[config.mk]
export PLATFORM = sky130hd
export DESIGN_NAME = ppp_port
export DESIGN_NICKNAME = d
export VERILOG_FILES = /design/src/rtl/ppp_pkg.sv /design/src/rtl/ppp_port.sv /design/src/rtl/ppp_sync.sv
export SDC_FILE = /design/constraint.sdc
export NUM_CORES = 1
export LEC_CHECK = 0
export BUFFER_PORTS_ARGS = -buffer_cell sky130_fd_sc_hd__buf_4
export CELL_PAD_IN_SITES_DETAIL_PLACEMENT = 0
export CELL_PAD_IN_SITES_GLOBAL_PLACEMENT = 1
export CORE_MARGIN = 2
export CORE_UTILIZATION = 37
export CTS_CLUSTER_DIAMETER = 200
export DETAILED_ROUTE_END_ITERATION = 16
export PLACE_DENSITY = 0.81
export SKIP_LAST_GASP = 1
export SLEW_MARGIN = 20
export SYNTH_ARGS = -nofsm -noshare
export SYNTH_HDL_FRONTEND = slang
export SYNTH_SLANG_ARGS = --single-unit
[constraint.sdc]
create_clock -name clk -period 2.9 [get_ports clk]
set_clock_uncertainty 0.1 [all_clocks]
set_input_delay 0.58 -clock clk [delete_from_list [all_inputs] [get_ports clk]]
set_output_delay 0.58 -clock clk [all_outputs]
set_load 0.02 [all_outputs]
[src/rtl/ppp_pkg.sv]
package ppp_pkg;
   // ----------------------------------------------------------------
   // Port addresses on the host I/O bus
   // ----------------------------------------------------------------
   localparam logic [7:0] ADDR_HANDSHAKE = 8'hE0;  // Status read, set/reset
   localparam logic [7:0] ADDR_CONFIG    = 8'hE1;  // Configuration byte
   localparam logic [7:0] ADDR_DATA      = 8'hE2;  // Printer data byte
   localparam logic [7:0] ADDR_POWER     = 8'hE3;  // Adapter power byte

   // ----------------------------------------------------------------
   // Configuration byte layout
   // ----------------------------------------------------------------
   localparam int         CFG_MODE_BIT  = 7;       // 1 = mode select byte
   localparam int         CFG_DATA_IN   = 4;       // Data port direction
   localparam int         CFG_HI_IN     = 3;       // High nibble direction
   localparam int         CFG_PWR_IN    = 5;       // Power dir, 0 in 87H
   localparam int         CFG_LO_IN     = 0;       // Low nibble direction
   localparam logic [7:0] CFG_PRINTER   = 8'h87;   // Standard printer setup

   // ----------------------------------------------------------------
   // Set/reset byte layout
   // ----------------------------------------------------------------
   localparam logic [3:0] SR_TAG        = 4'h0;    // Upper nibble of code
   localparam int         SR_SEL_LSB    = 1;       // Bit-select field
   localparam int         SR_SEL_MSB    = 2;
   localparam int         SR_LEVEL_BIT  = 0;       // New line level
   localparam int         HI_NIBBLE_LSB = 4;       // First controlled bit

   // ----------------------------------------------------------------
   // Reset values and strobe timing
   // ----------------------------------------------------------------
   localparam logic [7:0] BYTE_ZERO     = 8'h00;
   localparam logic [3:0] NIB_ZERO      = 4'h0;
   localparam int         STB_BIT       = 0;       // Strobe within nibble
   localparam int         INIT_BIT      = 1;       // Init within nibble
   localparam int         SETUP_NS      = 80;      // Data before strobe
   localparam int         CLK_NS        = 40;
   localparam int         SETUP_CYC     = (SETUP_NS + CLK_NS - 1) / CLK_NS;
   localparam logic [1:0] SETUP_CNT     = 2'(SETUP_CYC);
   localparam logic [1:0] CNT_ZERO      = 2'h0;
   localparam logic [1:0] CNT_ONE       = 2'h1;

   // ----------------------------------------------------------------
   // Strobe guard states
   // ----------------------------------------------------------------
   typedef enum logic [1:0]
   {
      PPP_IDLE  = 2'b00,                            // Strobe released
      PPP_SETUP = 2'b01,                            // Data settling
      PPP_HOLD  = 2'b11                             // Strobe asserted
   } ppp_state_t;
endpackage

[src/rtl/ppp_port.sv]
`timescale 1ns/1ns
`default_nettype none
module ppp_port
(
   // Clock and reset
   input  wire logic       clk,
   input  wire logic       reset,
   // Host I/O bus
   input  wire logic [7:0] io_addr,
   input  wire logic [7:0] io_wdata,
   input  wire logic       io_wr,
   input  wire logic       io_rd,
   output logic      [7:0] io_rdata,
   // Printer data lines
   output logic      [7:0] data_out_lines,
   output logic            data_out_oe,
   // Printer status inputs
   input  wire logic [3:0] status_in_nibble,
   // Printer control outputs
   output logic      [3:0] control_out_nibble,
   output logic            control_out_oe,
   output logic            data_strobe_out,
   output logic            printer_init_out,
   // Adapter power lines
   output logic      [7:0] adapter_power_lines,
   output logic            adapter_power_oe
);

   // ----------------------------------------------------------------
   // Address decode
   // ----------------------------------------------------------------
   function automatic logic hit(input logic [7:0] a, input logic [7:0] p);
      hit = (a == p);
   endfunction

   logic       wr_data;                             // Data port write
   logic       wr_hs;                               // Handshake write
   logic       wr_cfg;                              // Control write
   logic       wr_pwr;                              // Power port write
   logic       is_mode;                             // Mode select byte
   logic       is_sr;                               // Valid set/reset code
   logic [1:0] sr_sel;                              // Selected high bit
   logic [3:0] status_sync;                         // Synchronised status

   assign wr_data = io_wr && hit(io_addr, ppp_pkg::ADDR_DATA);
   assign wr_hs   = io_wr && hit(io_addr, ppp_pkg::ADDR_HANDSHAKE);
   assign wr_cfg  = io_wr && hit(io_addr, ppp_pkg::ADDR_CONFIG);
   assign wr_pwr  = io_wr && hit(io_addr, ppp_pkg::ADDR_POWER);
   assign is_mode = io_wdata[ppp_pkg::CFG_MODE_BIT];
   assign is_sr   = (io_wdata[7:4] == ppp_pkg::SR_TAG)
                    && io_wdata[3];
   assign sr_sel  = io_wdata[ppp_pkg::SR_SEL_MSB:ppp_pkg::SR_SEL_LSB];

   // ----------------------------------------------------------------
   // Status input synchroniser
   // ----------------------------------------------------------------
   ppp_sync ppp_sync_inst
   (
      .clk      (clk),
      .reset    (reset),
      .async_in (status_in_nibble),
      .sync_out (status_sync)
   );

   // ----------------------------------------------------------------
   // Direction configuration
   // ----------------------------------------------------------------
   logic       configured_reg;                      // Config byte seen
   logic       data_in_reg;                         // Data port is input
   logic       hi_in_reg;                           // High nibble input
   logic       pwr_in_reg;                          // Power port input
   logic       lo_in_reg;                           // Low nibble input

   // Mode select bytes at the control address set directions
   always_ff @(posedge clk)
   begin
      if (reset)
      begin
         configured_reg <= 1'b0;
         data_in_reg    <= 1'b1;
         hi_in_reg      <= 1'b1;
         pwr_in_reg     <= 1'b1;
         lo_in_reg      <= 1'b1;
      end
      else if (wr_cfg && is_mode)
      begin
         configured_reg <= 1'b1;
         data_in_reg    <= io_wdata[ppp_pkg::CFG_DATA_IN];
         hi_in_reg      <= io_wdata[ppp_pkg::CFG_HI_IN];
         pwr_in_reg     <= io_wdata[ppp_pkg::CFG_PWR_IN];
         lo_in_reg      <= io_wdata[ppp_pkg::CFG_LO_IN];
      end
   end

   assign data_out_oe      = configured_reg && !data_in_reg;
   assign control_out_oe   = configured_reg && !hi_in_reg;
   assign adapter_power_oe = configured_reg && !pwr_in_reg;

   // ----------------------------------------------------------------
   // Data and power output latches
   // ----------------------------------------------------------------
   logic [7:0] data_reg;                            // Printer data byte
   logic [7:0] pwr_reg;                             // Adapter power byte
   logic       data_busy;                           // Strobe guard active

   // Data byte written in order, bit 0 on lowest line
   always_ff @(posedge clk)
   begin
      if (reset)
         data_reg <= ppp_pkg::BYTE_ZERO;
      else if (wr_data && !data_busy)
         data_reg <= io_wdata;
   end

   // Power byte latch
   always_ff @(posedge clk)
   begin
      if (reset)
         pwr_reg <= ppp_pkg::BYTE_ZERO;
      else if (wr_pwr)
         pwr_reg <= io_wdata;
   end

   assign data_out_lines      = data_reg;
   assign adapter_power_lines = pwr_reg;

   // ----------------------------------------------------------------
   // High nibble set/reset
   // ----------------------------------------------------------------
   logic [3:0] hi_reg;                              // Requested levels
   logic       stb_req;                             // Host strobe request

   // Each set/reset byte at the handshake address moves one line
   genvar gi;
   generate
      for (gi = 0; gi < 4; gi++)
      begin : g_bit
         always_ff @(posedge clk)
         begin
            if (reset)
               hi_reg[gi] <= 1'b0;
            else if (wr_hs && is_sr && (sr_sel == 2'(gi)))
               hi_reg[gi] <= io_wdata[ppp_pkg::SR_LEVEL_BIT];
         end
      end
   endgenerate

   assign stb_req = hi_reg[ppp_pkg::STB_BIT];

   // ----------------------------------------------------------------
   // Strobe guard: data settles before strobe, held while it is high
   // ----------------------------------------------------------------
   ppp_pkg::ppp_state_t state_reg;
   logic [1:0]          cnt_reg;                    // Setup countdown

   // Strobe rises only after data has stood for the setup time
   always_ff @(posedge clk)
   begin
      if (reset)
      begin
         state_reg <= ppp_pkg::PPP_IDLE;
         cnt_reg   <= ppp_pkg::CNT_ZERO;
      end
      else
      begin
         case (state_reg)
            ppp_pkg::PPP_IDLE:
            begin
               if (stb_req)
               begin
                  state_reg <= ppp_pkg::PPP_SETUP;
                  cnt_reg   <= ppp_pkg::SETUP_CNT;
               end
            end
            ppp_pkg::PPP_SETUP:
            begin
               if (!stb_req)
                  state_reg <= ppp_pkg::PPP_IDLE;
               else if (cnt_reg == ppp_pkg::CNT_ONE)
                  state_reg <= ppp_pkg::PPP_HOLD;
               else
                  cnt_reg <= cnt_reg - ppp_pkg::CNT_ONE;
            end
            ppp_pkg::PPP_HOLD:
            begin
               if (!stb_req)
                  state_reg <= ppp_pkg::PPP_IDLE;
            end
            default:
               state_reg <= ppp_pkg::PPP_IDLE;
         endcase
      end
   end

   // Data writes are ignored from the strobe request until strobe released
   assign data_busy = stb_req || (state_reg != ppp_pkg::PPP_IDLE);

   // Output nibble: strobe bit gated by guard
   always_comb
   begin
      control_out_nibble = hi_reg;
      control_out_nibble[ppp_pkg::STB_BIT] =
         (state_reg == ppp_pkg::PPP_HOLD);
   end

   assign data_strobe_out  = control_out_nibble[ppp_pkg::STB_BIT];
   assign printer_init_out = control_out_nibble[ppp_pkg::INIT_BIT];

   // ----------------------------------------------------------------
   // Read data
   // ----------------------------------------------------------------
   // Handshake read: status low nibble when low nibble is input (else zero), high nibble output levels
   always_ff @(posedge clk)
   begin
      if (reset)
         io_rdata <= ppp_pkg::BYTE_ZERO;
      else if (io_rd && hit(io_addr, ppp_pkg::ADDR_HANDSHAKE))
         io_rdata <= {control_out_nibble,
                      lo_in_reg ? status_sync : ppp_pkg::NIB_ZERO};
      else
         io_rdata <= ppp_pkg::BYTE_ZERO;
   end
endmodule
`default_nettype wire

[src/rtl/ppp_sync.sv]
`timescale 1ns/1ns
`default_nettype none
module ppp_sync
(
   // Clock and reset
   input  wire logic       clk,
   input  wire logic       reset,
   // Asynchronous nibble in, synchronised nibble out
   input  wire logic [3:0] async_in,
   output logic      [3:0] sync_out
);

   logic [3:0] meta_reg;                           // First stage only

   // ----------------------------------------------------------------
   // Two flip-flop synchroniser
   // ----------------------------------------------------------------
   always_ff @(posedge clk)
   begin
      if (reset)
      begin
         meta_reg <= ppp_pkg::NIB_ZERO;
         sync_out <= ppp_pkg::NIB_ZERO;
      end
      else
      begin
         meta_reg <= async_in;
         sync_out <= meta_reg;
      end
   end
endmodule
`default_nettype wire

; After elaboration in Yosys (flattened, before gate mapping)
; Index checks and enable logic that the tools add are counted.
[totals]
regBits = 45
out_inout_bits = 33
[op_classes]
n_addsub = 1
n_eq_ne = 15
muxes = 9
bitwise_logic = 2
reduce_logical = 30
[ops]
columns = op, count
row1 = "8-bit == test, second input constant", 4
row2 = 1-bit logical AND, 16
row3 = 2-bit two-way mux, 7
row4 = "2-bit != test, second input constant", 4
row5 = "2-bit by 1-bit == test with 1-bit output, second input constant", 3
row6 = "2-bit == test, second input constant", 3
row7 = 2-bit case mux with 3 select lines, 1
row8 = 1-bit zero test, 4
row9 = 2-bit zero test, 2
row10 = 4-bit zero test, 1
row11 = 2-bit case mux with 2 select lines, 1
row12 = 4-bit AND reduction, 1
row13 = 2-bit nonzero test, 2
row14 = "3-bit != test, second input constant", 1
row15 = 3-bit AND reduction, 1
row16 = 3-bit OR reduction, 1
row17 = 1-bit inverter, 2
row18 = 2-bit OR reduction, 1
row19 = "2-bit by 1-bit subtractor with 2-bit output, second input constant", 1
row20 = 1-bit logical OR, 1

; Depth between registers and ports, before layout
; Gate-level depths: netlist (run 1).
[depth]
ltp_word = 4
ltp_mapped = 5
ltp_nobuf = 5

; Hierarchy
; A second synthesis (run 1) with hierarchy kept.
[unflattened]
hier_cells = 183
area_unflattened_um2 = 1878.1
[by_module_without_submodules]
columns = mod, instances, cells_each, area_per_inst_um2, seq_area_each_um2
row1 = ppp_port, 1, 167, 1667.8, 740.7
row2 = ppp_sync, 1, 16, 210.2, 160.2

; Worst setup path after synthesis (run 1)
; Ideal clock, no wire load.
[synth_path]
kind = input -> register
startpoint = in io_addr[3]
endpoint = reg data_reg[0], in the netlist data_out_lines[0]
arrival_time_ps = 2075
t_required_ps = 2672
setup_slack_ps = 597
stages = 5
path_buffers = 1
path_cell_list = or4b_4 -> buf_6 -> nor4_4 -> mux2i_1 -> nor2_1
[synth_via]
elab_chain_cells = 3
[synth_rtl]
columns = item, line
row1 = from (decl), ppp_port.sv:9  ; input wire logic [7:0] io_addr,
row2 = 8-bit == test, ppp_port.sv:33  ; hit = (a == p);
row3 = 1-bit logical AND, ppp_port.sv:45  ; assign wr_data = io_wr && hit(io_addr, ppp_pkg::ADDR_DATA);
row4 = 1-bit logical AND, ppp_port.sv:111  ; else if (wr_data && !data_busy)
row5 = to (signal assigned), ppp_port.sv:110  ; data_reg <= ppp_pkg::BYTE_ZERO;
row6 = to (signal assigned), ppp_port.sv:112  ; data_reg <= io_wdata;
row7 = to (decl), ppp_port.sv:102  ; logic [7:0] data_reg;
; No other way between the ends.
; A chain may end at the register's enable or synchronous reset.

; Worst setup path in the final report (run 1)
[layout_path]
startpoint = in io_addr[3]
endpoint = reg lo_in_reg
[layout_via]
elab_chain_cells = 3
[layout_rtl]
columns = item, line
row1 = 8-bit == test, ppp_port.sv:33
row2 = 1-bit logical AND, ppp_port.sv:47  ; assign wr_cfg = io_wr && hit(io_addr, ppp_pkg::ADDR_CONFIG);
row3 = 1-bit logical AND, ppp_port.sv:85  ; else if (wr_cfg && is_mode)
row4 = to (signal assigned), ppp_port.sv:91  ; lo_in_reg <= io_wdata[ppp_pkg::CFG_LO_IN];
row5 = to (decl), ppp_port.sv:72  ; logic lo_in_reg;
; No other way between the ends.

==> results of run 1 <==
[kinds of logic (layout without fill, tap and decap cells)]
family          Yosys count  after routing  synth area share (%)
simple gates             71             71                 27.06
flops                    45             45                 53.37
mux                      21             21                 12.45
buf+inv                  11             71                 3.335
compound gates            7              7                 3.039
fa+ha+maj                 1              1                0.7412
[synthesized netlist by cell type (all sizes together)]
cell / count / area (um2)
mux2i: 21 / 210.2
o22ai: 1 / 6.260
nand4b: 2 / 17.52
a21oi: 2 / 10.01
nand4: 2 / 12.51
inv: 4 / 15.01
and3: 4 / 25.02
nor3: 2 / 10.01
nor2: 21 / 78.83
nand3: 1 / 5.000
dfxtp: 45 / 900.9
nand2: 2 / 7.510
and2: 5 / 31.28
ha: 1 / 12.51
nand2b: 6 / 37.54
nor2b: 16 / 100.1
nor4b: 2 / 17.52
clkbuf: 4 / 15.01
buf: 3 / 26.27
nor4: 4 / 70.07
or4b: 3 / 37.54
a211o: 4 / 35.03
or3: 1 / 6.260
[stage by stage]
| step | utilization (%) | power (mW) | hold WS (ns) | std cells | area (um2) |
|---|---|---|---|---|---|
| final | 51.03 | 1.049 | 0.3462 | 268 | 2237 |
| after global placement | 49.14 | 0.6966 | 0.3168 | 260 | 2155 |
| after detailed placement | 49.14 | 0.6972 | 0.3316 | 260 | 2155 |
| after CTS | 51.03 | 1.064 | 0.3502 | 268 | 2237 |
| after floorplan | - | 0.6618 | 0.3138 | 156 | 1688 |
| after global routing | 51.03 | 1.099 | 0.3571 | 268 | 2237 |
[cell type report]
type	count	area (um2)
clock inverter	2	10.01
clock buffer	6	72.57
tap	52	65.06
fill	429	2147
multi-input combinational	100	730.7
inverter	4	15.01
timing repair buffer	59	442.9
sequential	45	900.9
[worst paths after layout]
| path | from | endpoint | depth (start not counted) |
|---|---|---|---|
| worst min register to register | ppp_sync_inst.meta_reg[0] | ppp_sync_inst.sync_out[0] | 1 |
| worst max register to register | stb_req | data_out_lines[1] | 5 |
| worst max-delay path | io_addr[3] | lo_in_reg | 5 |
| worst min-delay path | ppp_sync_inst.meta_reg[0] | ppp_sync_inst.sync_out[0] | 1 |
[where the power goes]
part           switching (mW)  total (mW)  internal [mW]
Sequential            0.00103       0.624          0.623
Clock                   0.201       0.368          0.167
Combinational          0.0281      0.0579         0.0298
Total                   0.230        1.05          0.819
[routing by layer]
| metal | track usage (%) | wire (um) | vias to the layer above |
|---|---|---|---|
| met1 | 18.53 | 1600 | 584 |
| met3 | 4.501 | 223 | 8 |
| met5 | 0 | 0 | - |
| li1 | - | - | 652 |
| met2 | 20.47 | 1432 | 37 |
| met4 | 6.918 | 55 | 0 |
[critical path, stage by stage]
cell and delay (ns):
buf_4 0.11, or4b_4 0.60, nor4_4 0.50, nor2b_1 0.10, a211o_1 0.27
==> impl_metrics.py, run 1 <==
metrics = {
    "synthesis": {
        "syn_area_mm2": 0.001688,
        "yosysSeqAreaShare_pct": 53.37,
        "syn_inst": 156,
        "synth.avg_cell_area_um2": 10.82,
        "synth_cell_types": 26,
        "ys_ff_latch": 45,
        "synth_warnings": 0,
        "syn-num-nets": 181,
    },
    "layout": {
        "antenna_cells": 0,
        "final_common_cell": "buf_4",
        "nNetsFinal": 240,
        "final_cell_mix": "buf_4 (59), dfxtp_1 (45), mux2i_1 (21), nor2_1 (21), nor2b_1 (16)",
        "drive_gt1_share_pct": 33.33,
        "area_growth_pct": 32.54,
    },
    "sta": {
        "setup-tns-final_ns": 0,
        "finalHoldViolCount": 0,
        "fin_ws_ns": 0.8283,
        "rsz0062_at_grt": "false",
        "slew_violations": 0,
        "min_period_ns": 2.072,
        "min_period_over_period_pct": 71.44,
        "fmax_mhz": 482.7,
        "relSlewSlack_pct": 51.12,
        "worst_slew_pin_slew_ns": 0.7230,
        "finalSetupViolCount": 0,
    },
    "route": {
        "wire_per_inst_um": 12.35,
        "ant_nets": 0,
        "via_per_inst": 4.780,
        "vias": 1281,
        "drt-pass1-iter-count": 4,
        "drt-initial-drc-count": 39,
        "drcViolationCount": 0,
        "wl_um": 3311,
    },
    "setup_path": {
        "worstPathRequired_ns": 2.99,
        "reg2reg_slack_ns": 1.17,
        "cp-start-kind": "input pin",
        "path_max_fanout": 9,
        "critPathKind": "in2reg",
        "worstSetupEndpointType": "flip-flop",
        "crit_arrival_ns": 2.16,
    },
    "clock_tree": {
        "cts_tree": "built",
        "htree_levels": 2,
        "holdBufCountCts": 0,
        "post_cts_buffers": 0,
        "clkLatencyLatePin_ns": 0.29,
        "clkTransAtPathRegs_ns": 0.08,
        "numCtsBuffers": 5,
        "cts_resized": 0,
        "clock_sinks": 45,
        "cts_buffer_depth": 2,
        "cts_root_buf": "clkbuf_8",
    },
    "floorplanning": {
        "rows": 24,
        "fp.dieH_um": 71.54,
        "die_area_mm2": 0.005118,
        "die_w_um": 71.54,
        "design.core.area_mm2": 0.004384,
        "initial_core_util_pct": 38.50,
        "num_io_pins": 57,
    },
    "global_routing": {
        "track_usage_pct": 13.97,
        "gr-total-overflow": 0,
        "grt_pass1_wl_um": 5520,
        "grt_max_degree": 38,
        "grt_pass1_vias": 1197,
        "antenna_found_initial": 0,
    },
    "placement": {
        "place_ws_ns": 0.5042,
        "place_congestion": 0.6914,
        "port_buffers": 56,
        "hpwlAfterDp_um": 2341,
    },
    "power_and_ir_drop": {
        "p_per_area_mw_per_mm2": 468.9,
        "leakagePower_nw": 0.9422,
        "ir_drop_v": 0.0002669,
    },
    "hold_path": {
        "hp-class": "reg2reg",
    },
    "job": {
        "cap_violations": 0,
    },
    "outcome": {
        "outcome": "complete, no violations",
    },
}
Note: power is estimated with default switching activity, not from simulation.
==> inputs of run 2 (changes only) <==
CORE_UTILIZATION = 33   (was 37)
PLACE_DENSITY = 0.76   (was 0.81)
clock period = 1.8 ns   (was 2.9 ns; I/O delays follow)
==> impl_metrics.py, run 2 (synthesis results as in run 1) <==
metrics = {
    "floorplanning": {
        "rows": 26,
        "num_io_pins": 57,
        "initial_core_util_pct": 33.69,
        "fp.dieH_um": 75.52,
        "design.core.area_mm2": 0.005010,
        "die_area_mm2": 0.005703,
        "die_w_um": 75.52,
    },
    "clock_tree": {
        "holdBufCountCts": 0,
        "clkLatencyLatePin_ns": 0.30,
        "numCtsBuffers": 5,
        "clkTransAtPathRegs_ns": 0.09,
        "cts_tree": "built",
        "cts_root_buf": "clkbuf_8",
        "htree_levels": 2,
        "cts_buffer_depth": 2,
        "clock_sinks": 45,
    },
    "sta": {
        "fmax_mhz": 579.4,
        "min_period_over_period_pct": 95.89,
        "min_period_ns": 1.726,
        "rsz0062_at_grt": "false",
        "finalSetupViolCount": 0,
        "worst_slew_pin_slew_ns": 0.4541,
        "setup-tns-final_ns": 0,
        "finalHoldViolCount": 0,
        "fin_ws_ns": 0.07395,
        "relSlewSlack_pct": 69.30,
        "slew_violations": 0,
    },
    "global_routing": {
        "gr-total-overflow": 0,
        "grt_pass1_vias": 1212,
        "grt_max_degree": 37,
        "antenna_found_initial": 0,
        "track_usage_pct": 13.66,
        "grt_pass1_wl_um": 5671,
    },
    "setup_path": {
        "slowest_delay_ns": 0.58,
        "reg2reg_slack_ns": 0.09,
        "crit_arrival_ns": 1.80,
        "r2r-end": "data_out_lines[2]",
        "path_max_fanout": 8,
        "critPathSlowestCell": "or4b_4",
        "crit_path_end": "data_out_lines[2]",
        "worstPathRequired_ns": 1.88,
        "crit_path_cell_trace": "buf_4 -> or4b_4 -> nor4_4 -> buf_12 -> mux2i_1 -> nor2_1",
        "crit_start": "io_addr[2]",
        "worst-r2r-cell-count": 5,
        "timing.rr.start": "stb_req",
        "cp-start-kind": "input pin",
        "worstSetupEndpointType": "flip-flop",
        "critPathKind": "in2reg",
    },
    "layout": {
        "drive_gt1_share_pct": 37.00,
        "final_cell_mix": "buf_4 (67), dfxtp_1 (45), mux2i_1 (21), nor2_1 (21), nor2b_1 (16)",
        "instances_no_fill": 297,
        "final_common_cell": "buf_4",
        "fillCellCount": 506,
        "nNetsFinal": 251,
        "area_growth_pct": 43.74,
        "antenna_cells": 0,
    },
    "job": {
        "cap_violations": 0,
    },
    "placement": {
        "hpwlAfterDp_um": 2579,
        "port_buffers": 56,
        "place_ws_ns": -0.2341,
        "place_congestion": 0.7522,
        "placedCellCount": 289,
    },
    "outcome": {
        "outcome": "complete, no violations",
    },
    "route": {
        "ant_nets": 0,
        "wire_per_inst_um": 11.74,
        "drt-pass1-iter-count": 4,
        "wl_um": 3488,
        "vias": 1308,
        "drcViolationCount": 0,
        "drt-initial-drc-count": 46,
        "via_per_inst": 4.404,
    },
    "hold_path": {
        "hp-start": "status_in_nibble[0]",
        "hp-class": "in2reg",
    },
    "power_and_ir_drop": {
        "p_per_area_mw_per_mm2": 831.7,
        "leakagePower_nw": 1.031,
        "ir_drop_v": 0.0005213,
        "finalPower_mw": 2.018,
    },
}
-- run 2: changes by cell type in the layout (fill, tap and decap cells not counted), sizes merged --
cell    previous run  this run
inv                4         5
clkbuf             6         5
bufinv             0         2
clkinv             2         0
buf               59        70
-- run 2: timing repair --
action | CTS | global route
endpoints found under the setup margin | 8 | 2
setup buffers | 0 | 0
hold endpoints to repair | 0 | 0
pin swaps | 1 | 1
resized for setup | 0 | 1
-- run 2: worst max-delay path: cells and delay by family --
family	cells	cell delay [ns]
buf+inv	2	0.29
mux	1	0.19
simple gates	3	0.96
-- run 2: where the power goes --
part / switching [mW] / total (mW) / internal, mW
combinational: 0.0466 / 0.101 / 0.0545
clock: 0.353 / 0.912 / 0.559
sequential: 0.00157 / 1.00 / 1.00
-- run 2: layer usage --
layer / track usage (%) / wire (um)
met2: 22.03 / 1680
met4: 6.433 / 68
met3: 4.101 / 159
met1: 16.75 / 1580
met5: 0 / 0
-- run 2: layout make-up --
cell class	instances	area (um2)	share of cell area, %
clock buffer	5	68.82	2.837
multi-input combinational	100	730.7	30.12
tap	70	87.58	3.610
sequential	45	900.9	37.13
clock inverter	3	68.82	2.837
inverter	4	15.01	0.6189
timing repair buffer	70	554.3	22.85
-- run 2: how the worst min path moves through the flow --
stage,slack [ns],cells past startpoint,endpoint
after detailed placement,0.32,1,ppp_sync_inst.sync_out[2]
final,0.16,2,ppp_sync_inst.meta_reg[0]
after CTS,0.16,2,ppp_sync_inst.meta_reg[0]
after global placement,0.32,1,ppp_sync_inst.sync_out[3]
after global routing,0.15,2,ppp_sync_inst.meta_reg[0]
after floorplan,0.31,1,ppp_sync_inst.sync_out[0]
-- run 2: metrics by stage --
stage | util, % | hold WS (ns) | cell area (um2)
finish | 48.43 | 0.1641 | 2426
global route | 48.43 | 0.1476 | 2426
CTS | 48.35 | 0.1563 | 2422
detailed placement | 45.60 | 0.3227 | 2285
global placement | 45.60 | 0.3198 | 2285
floorplan | - | 0.3138 | 1688
==> inputs of run 3 (changes only) <==
CORE_UTILIZATION = 34   (was 33)
PLACE_DENSITY = 0.77   (was 0.76)
SYNTH_HIERARCHICAL = 1   (was unset)
==> impl_metrics.py, run 3 <==
metrics = {
    "outcome": {
        "outcome": "complete, no violations",
    },
    "synthesis": {
        "synth_top_cell_by_area": "dfxtp_1",
        "syn_area_mm2": 0.001878,
        "synthMuxAreaShare_pct": 8.528,
        "async_reset_ff_share_pct": 0,
        "synth-edff-count": 0,
        "yosysMostFrequentCell": "dfxtp_1",
        "syn_inst": 183,
        "syn-num-nets": 208,
        "yosysSeqAreaShare_pct": 47.97,
        "synth_compound_area_share_pct": 7.795,
        "synthXorXnorAreaFrac_pct": 0,
        "synth_ff_type": "dfxtp_1",
        "synthAdderAreaFrac_pct": 0.6662,
        "synth_warnings": 6,
        "ys_ff_latch": 45,
        "synth_cell_types": 28,
        "synth.avg_cell_area_um2": 10.26,
        "synth_top_family_by_area": "simple AND/OR/NAND/NOR gates",
        "synth_common_cells": "dfxtp_1 (45), nand2b_1 (22), mux2i_1 (16), nand4_1 (13)",
        "synth_top_area_share_pct": 47.97,
        "yosys.area_share.simple_pct": 32.05,
        "synth.area.top_cells": "dfxtp_1 (48%), mux2i_1 (8.5%), nand2b_1 (7.3%)",
    },
    "floorplanning": {
        "die_w_um": 78.32,
        "rows": 27,
        "die_area_mm2": 0.006134,
        "design.core.area_mm2": 0.005405,
        "initial_core_util_pct": 34.75,
        "fp.dieH_um": 78.32,
        "num_io_pins": 57,
    },
    "setup_path": {
        "critPathSlowestCell": "or4_1",
        "worstPathRequired_ns": 1.93,
        "path_max_fanout": 8,
        "slowest_delay_ns": 0.59,
        "crit_family": "simple AND/OR/NAND/NOR gates",
        "cp_num_buf_inv": 1,
        "cp-start-kind": "flip-flop",
        "crit_arrival_ns": 1.76,
        "crit_path_cell_trace": "or4_1 -> nor3_4 -> buf_12 -> mux2i_1",
        "worstSetupEndpointType": "flip-flop",
        "critPathKind": "reg2reg",
    },
    "placement": {
        "port_buffers": 56,
        "placed_cell_area_mm2": 0.002449,
        "hpwlAfterDp_um": 2981,
        "place_congestion": 0.8287,
        "place_ws_ns": -0.07993,
    },
    "clock_tree": {
        "cts_resized": 0,
        "clkTransAtPathRegs_ns": 0.09,
        "numCtsBuffers": 5,
        "cts_tree": "built",
        "post_cts_buffers": 0,
        "cts_root_buf": "clkbuf_8",
        "cts_buffer_depth": 2,
        "clkLatencyLatePin_ns": 0.30,
        "clock_sinks": 45,
        "htree_levels": 2,
        "holdBufCountCts": 0,
    },
    "global_routing": {
        "grt_pass1_vias": 1400,
        "grt_max_degree": 50,
        "gr-total-overflow": 0,
        "track_usage_pct": 14.11,
        "antenna_found_initial": 0,
        "grt_pass1_wl_um": 6727,
    },
    "job": {
        "cap_violations": 0,
    },
    "sta": {
        "min_period_ns": 1.633,
        "slew_violations": 0,
        "finalHoldViolCount": 0,
        "fmax_mhz": 612.5,
        "fin_ws_ns": 0.1675,
        "relSlewSlack_pct": 69.22,
        "rsz0062_at_grt": "false",
        "setup-tns-final_ns": 0,
        "finalSetupViolCount": 0,
        "worst_slew_pin_slew_ns": 0.4618,
        "min_period_over_period_pct": 90.70,
    },
    "route": {
        "via_per_inst": 4.854,
        "drt-pass1-iter-count": 4,
        "wl_um": 4106,
        "drcViolationCount": 0,
        "ant_nets": 0,
        "wire_per_inst_um": 12.79,
        "drt-initial-drc-count": 54,
        "vias": 1558,
    },
    "power_and_ir_drop": {
        "leakagePower_nw": 1.020,
        "ir_drop_v": 0.0002853,
        "p_per_area_mw_per_mm2": 700.8,
        "finalPower_mw": 1.780,
    },
    "hold_path": {
        "hp-class": "in2reg",
    },
    "layout": {
        "area_growth_pct": 35.24,
        "drive_gt1_share_pct": 33.33,
        "fillCellCount": 542,
        "final_common_cell": "buf_4",
        "nNetsFinal": 273,
        "stdcell_area_mm2": 0.002540,
        "final_cell_mix": "buf_4 (67), dfxtp_1 (45), nand2b_1 (22), mux2i_1 (16), nand4_1 (13)",
        "final_util_pct": 46.99,
        "antenna_cells": 0,
    },
}
==> run 3: cell type report <==
| cell class | instances | area [um2] | area share [%] |
|---|---|---|---|
| Clock buffer | 5 | 68.82 | 2.709 |
| Timing Repair Buffer | 68 | 523.0 | 20.59 |
| Sequential cell | 45 | 900.9 | 35.47 |
| Tap cell | 72 | 90.09 | 3.547 |
| Multi-Input combinational cell | 126 | 927.1 | 36.50 |
| Clock inverter | 3 | 22.52 | 0.8867 |
| Inverter | 2 | 7.507 | 0.2956 |
==> run 3: report_power, final <==
part | leakage (nW) | switching [mW] | internal (mW) | total (mW)
Combinational | 0.620 | 0.0706 | 0.0691 | 0.140
Sequential | 0.364 | 0.00167 | 1.00 | 1.00
Clock | 0.0364 | 0.363 | 0.272 | 0.635
==> run 3: final timing paths <==
check / from / to / slack, ns / depth (start not counted)
max: state_reg[0] / data_out_lines[2] / 0.17 / 4
min: status_in_nibble[0] / ppp_sync_inst/meta_reg[0] / 0.16 / 2
max reg2reg: state_reg[0] / data_out_lines[2] / 0.17 / 4
min reg2reg: ppp_sync_inst/sync_out[3] / io_rdata[3] / 0.33 / 1
==> run 3: metal layers <==
layer	GRT usage, %	vias up	wire length (um)
met1	18.15	737	1888
met3	4.483	7	214
met4	5.789	0	67
met5	0	-	0
met2	21.90	34	1936
li1	-	780	-
==> run 3: cell families (layout without fill, tap and decap cells) <==
group | Yosys count | after routing
simple gates | 86 | 86
buf+inv | 12 | 78
mux | 16 | 16
compound gates | 23 | 23
fa+ha+maj | 1 | 1
flops | 45 | 45
==> run 3: per-stage QoR <==
step | hold WS, ns | instances
2_1_floorplan | 0.3057 | 183
3_3_place_gp | 0.3096 | 313
3_5_place_dp | 0.3152 | 313
4_1_cts | 0.1516 | 321
5_1_grt | 0.1612 | 321
6_report | 0.1631 | 321
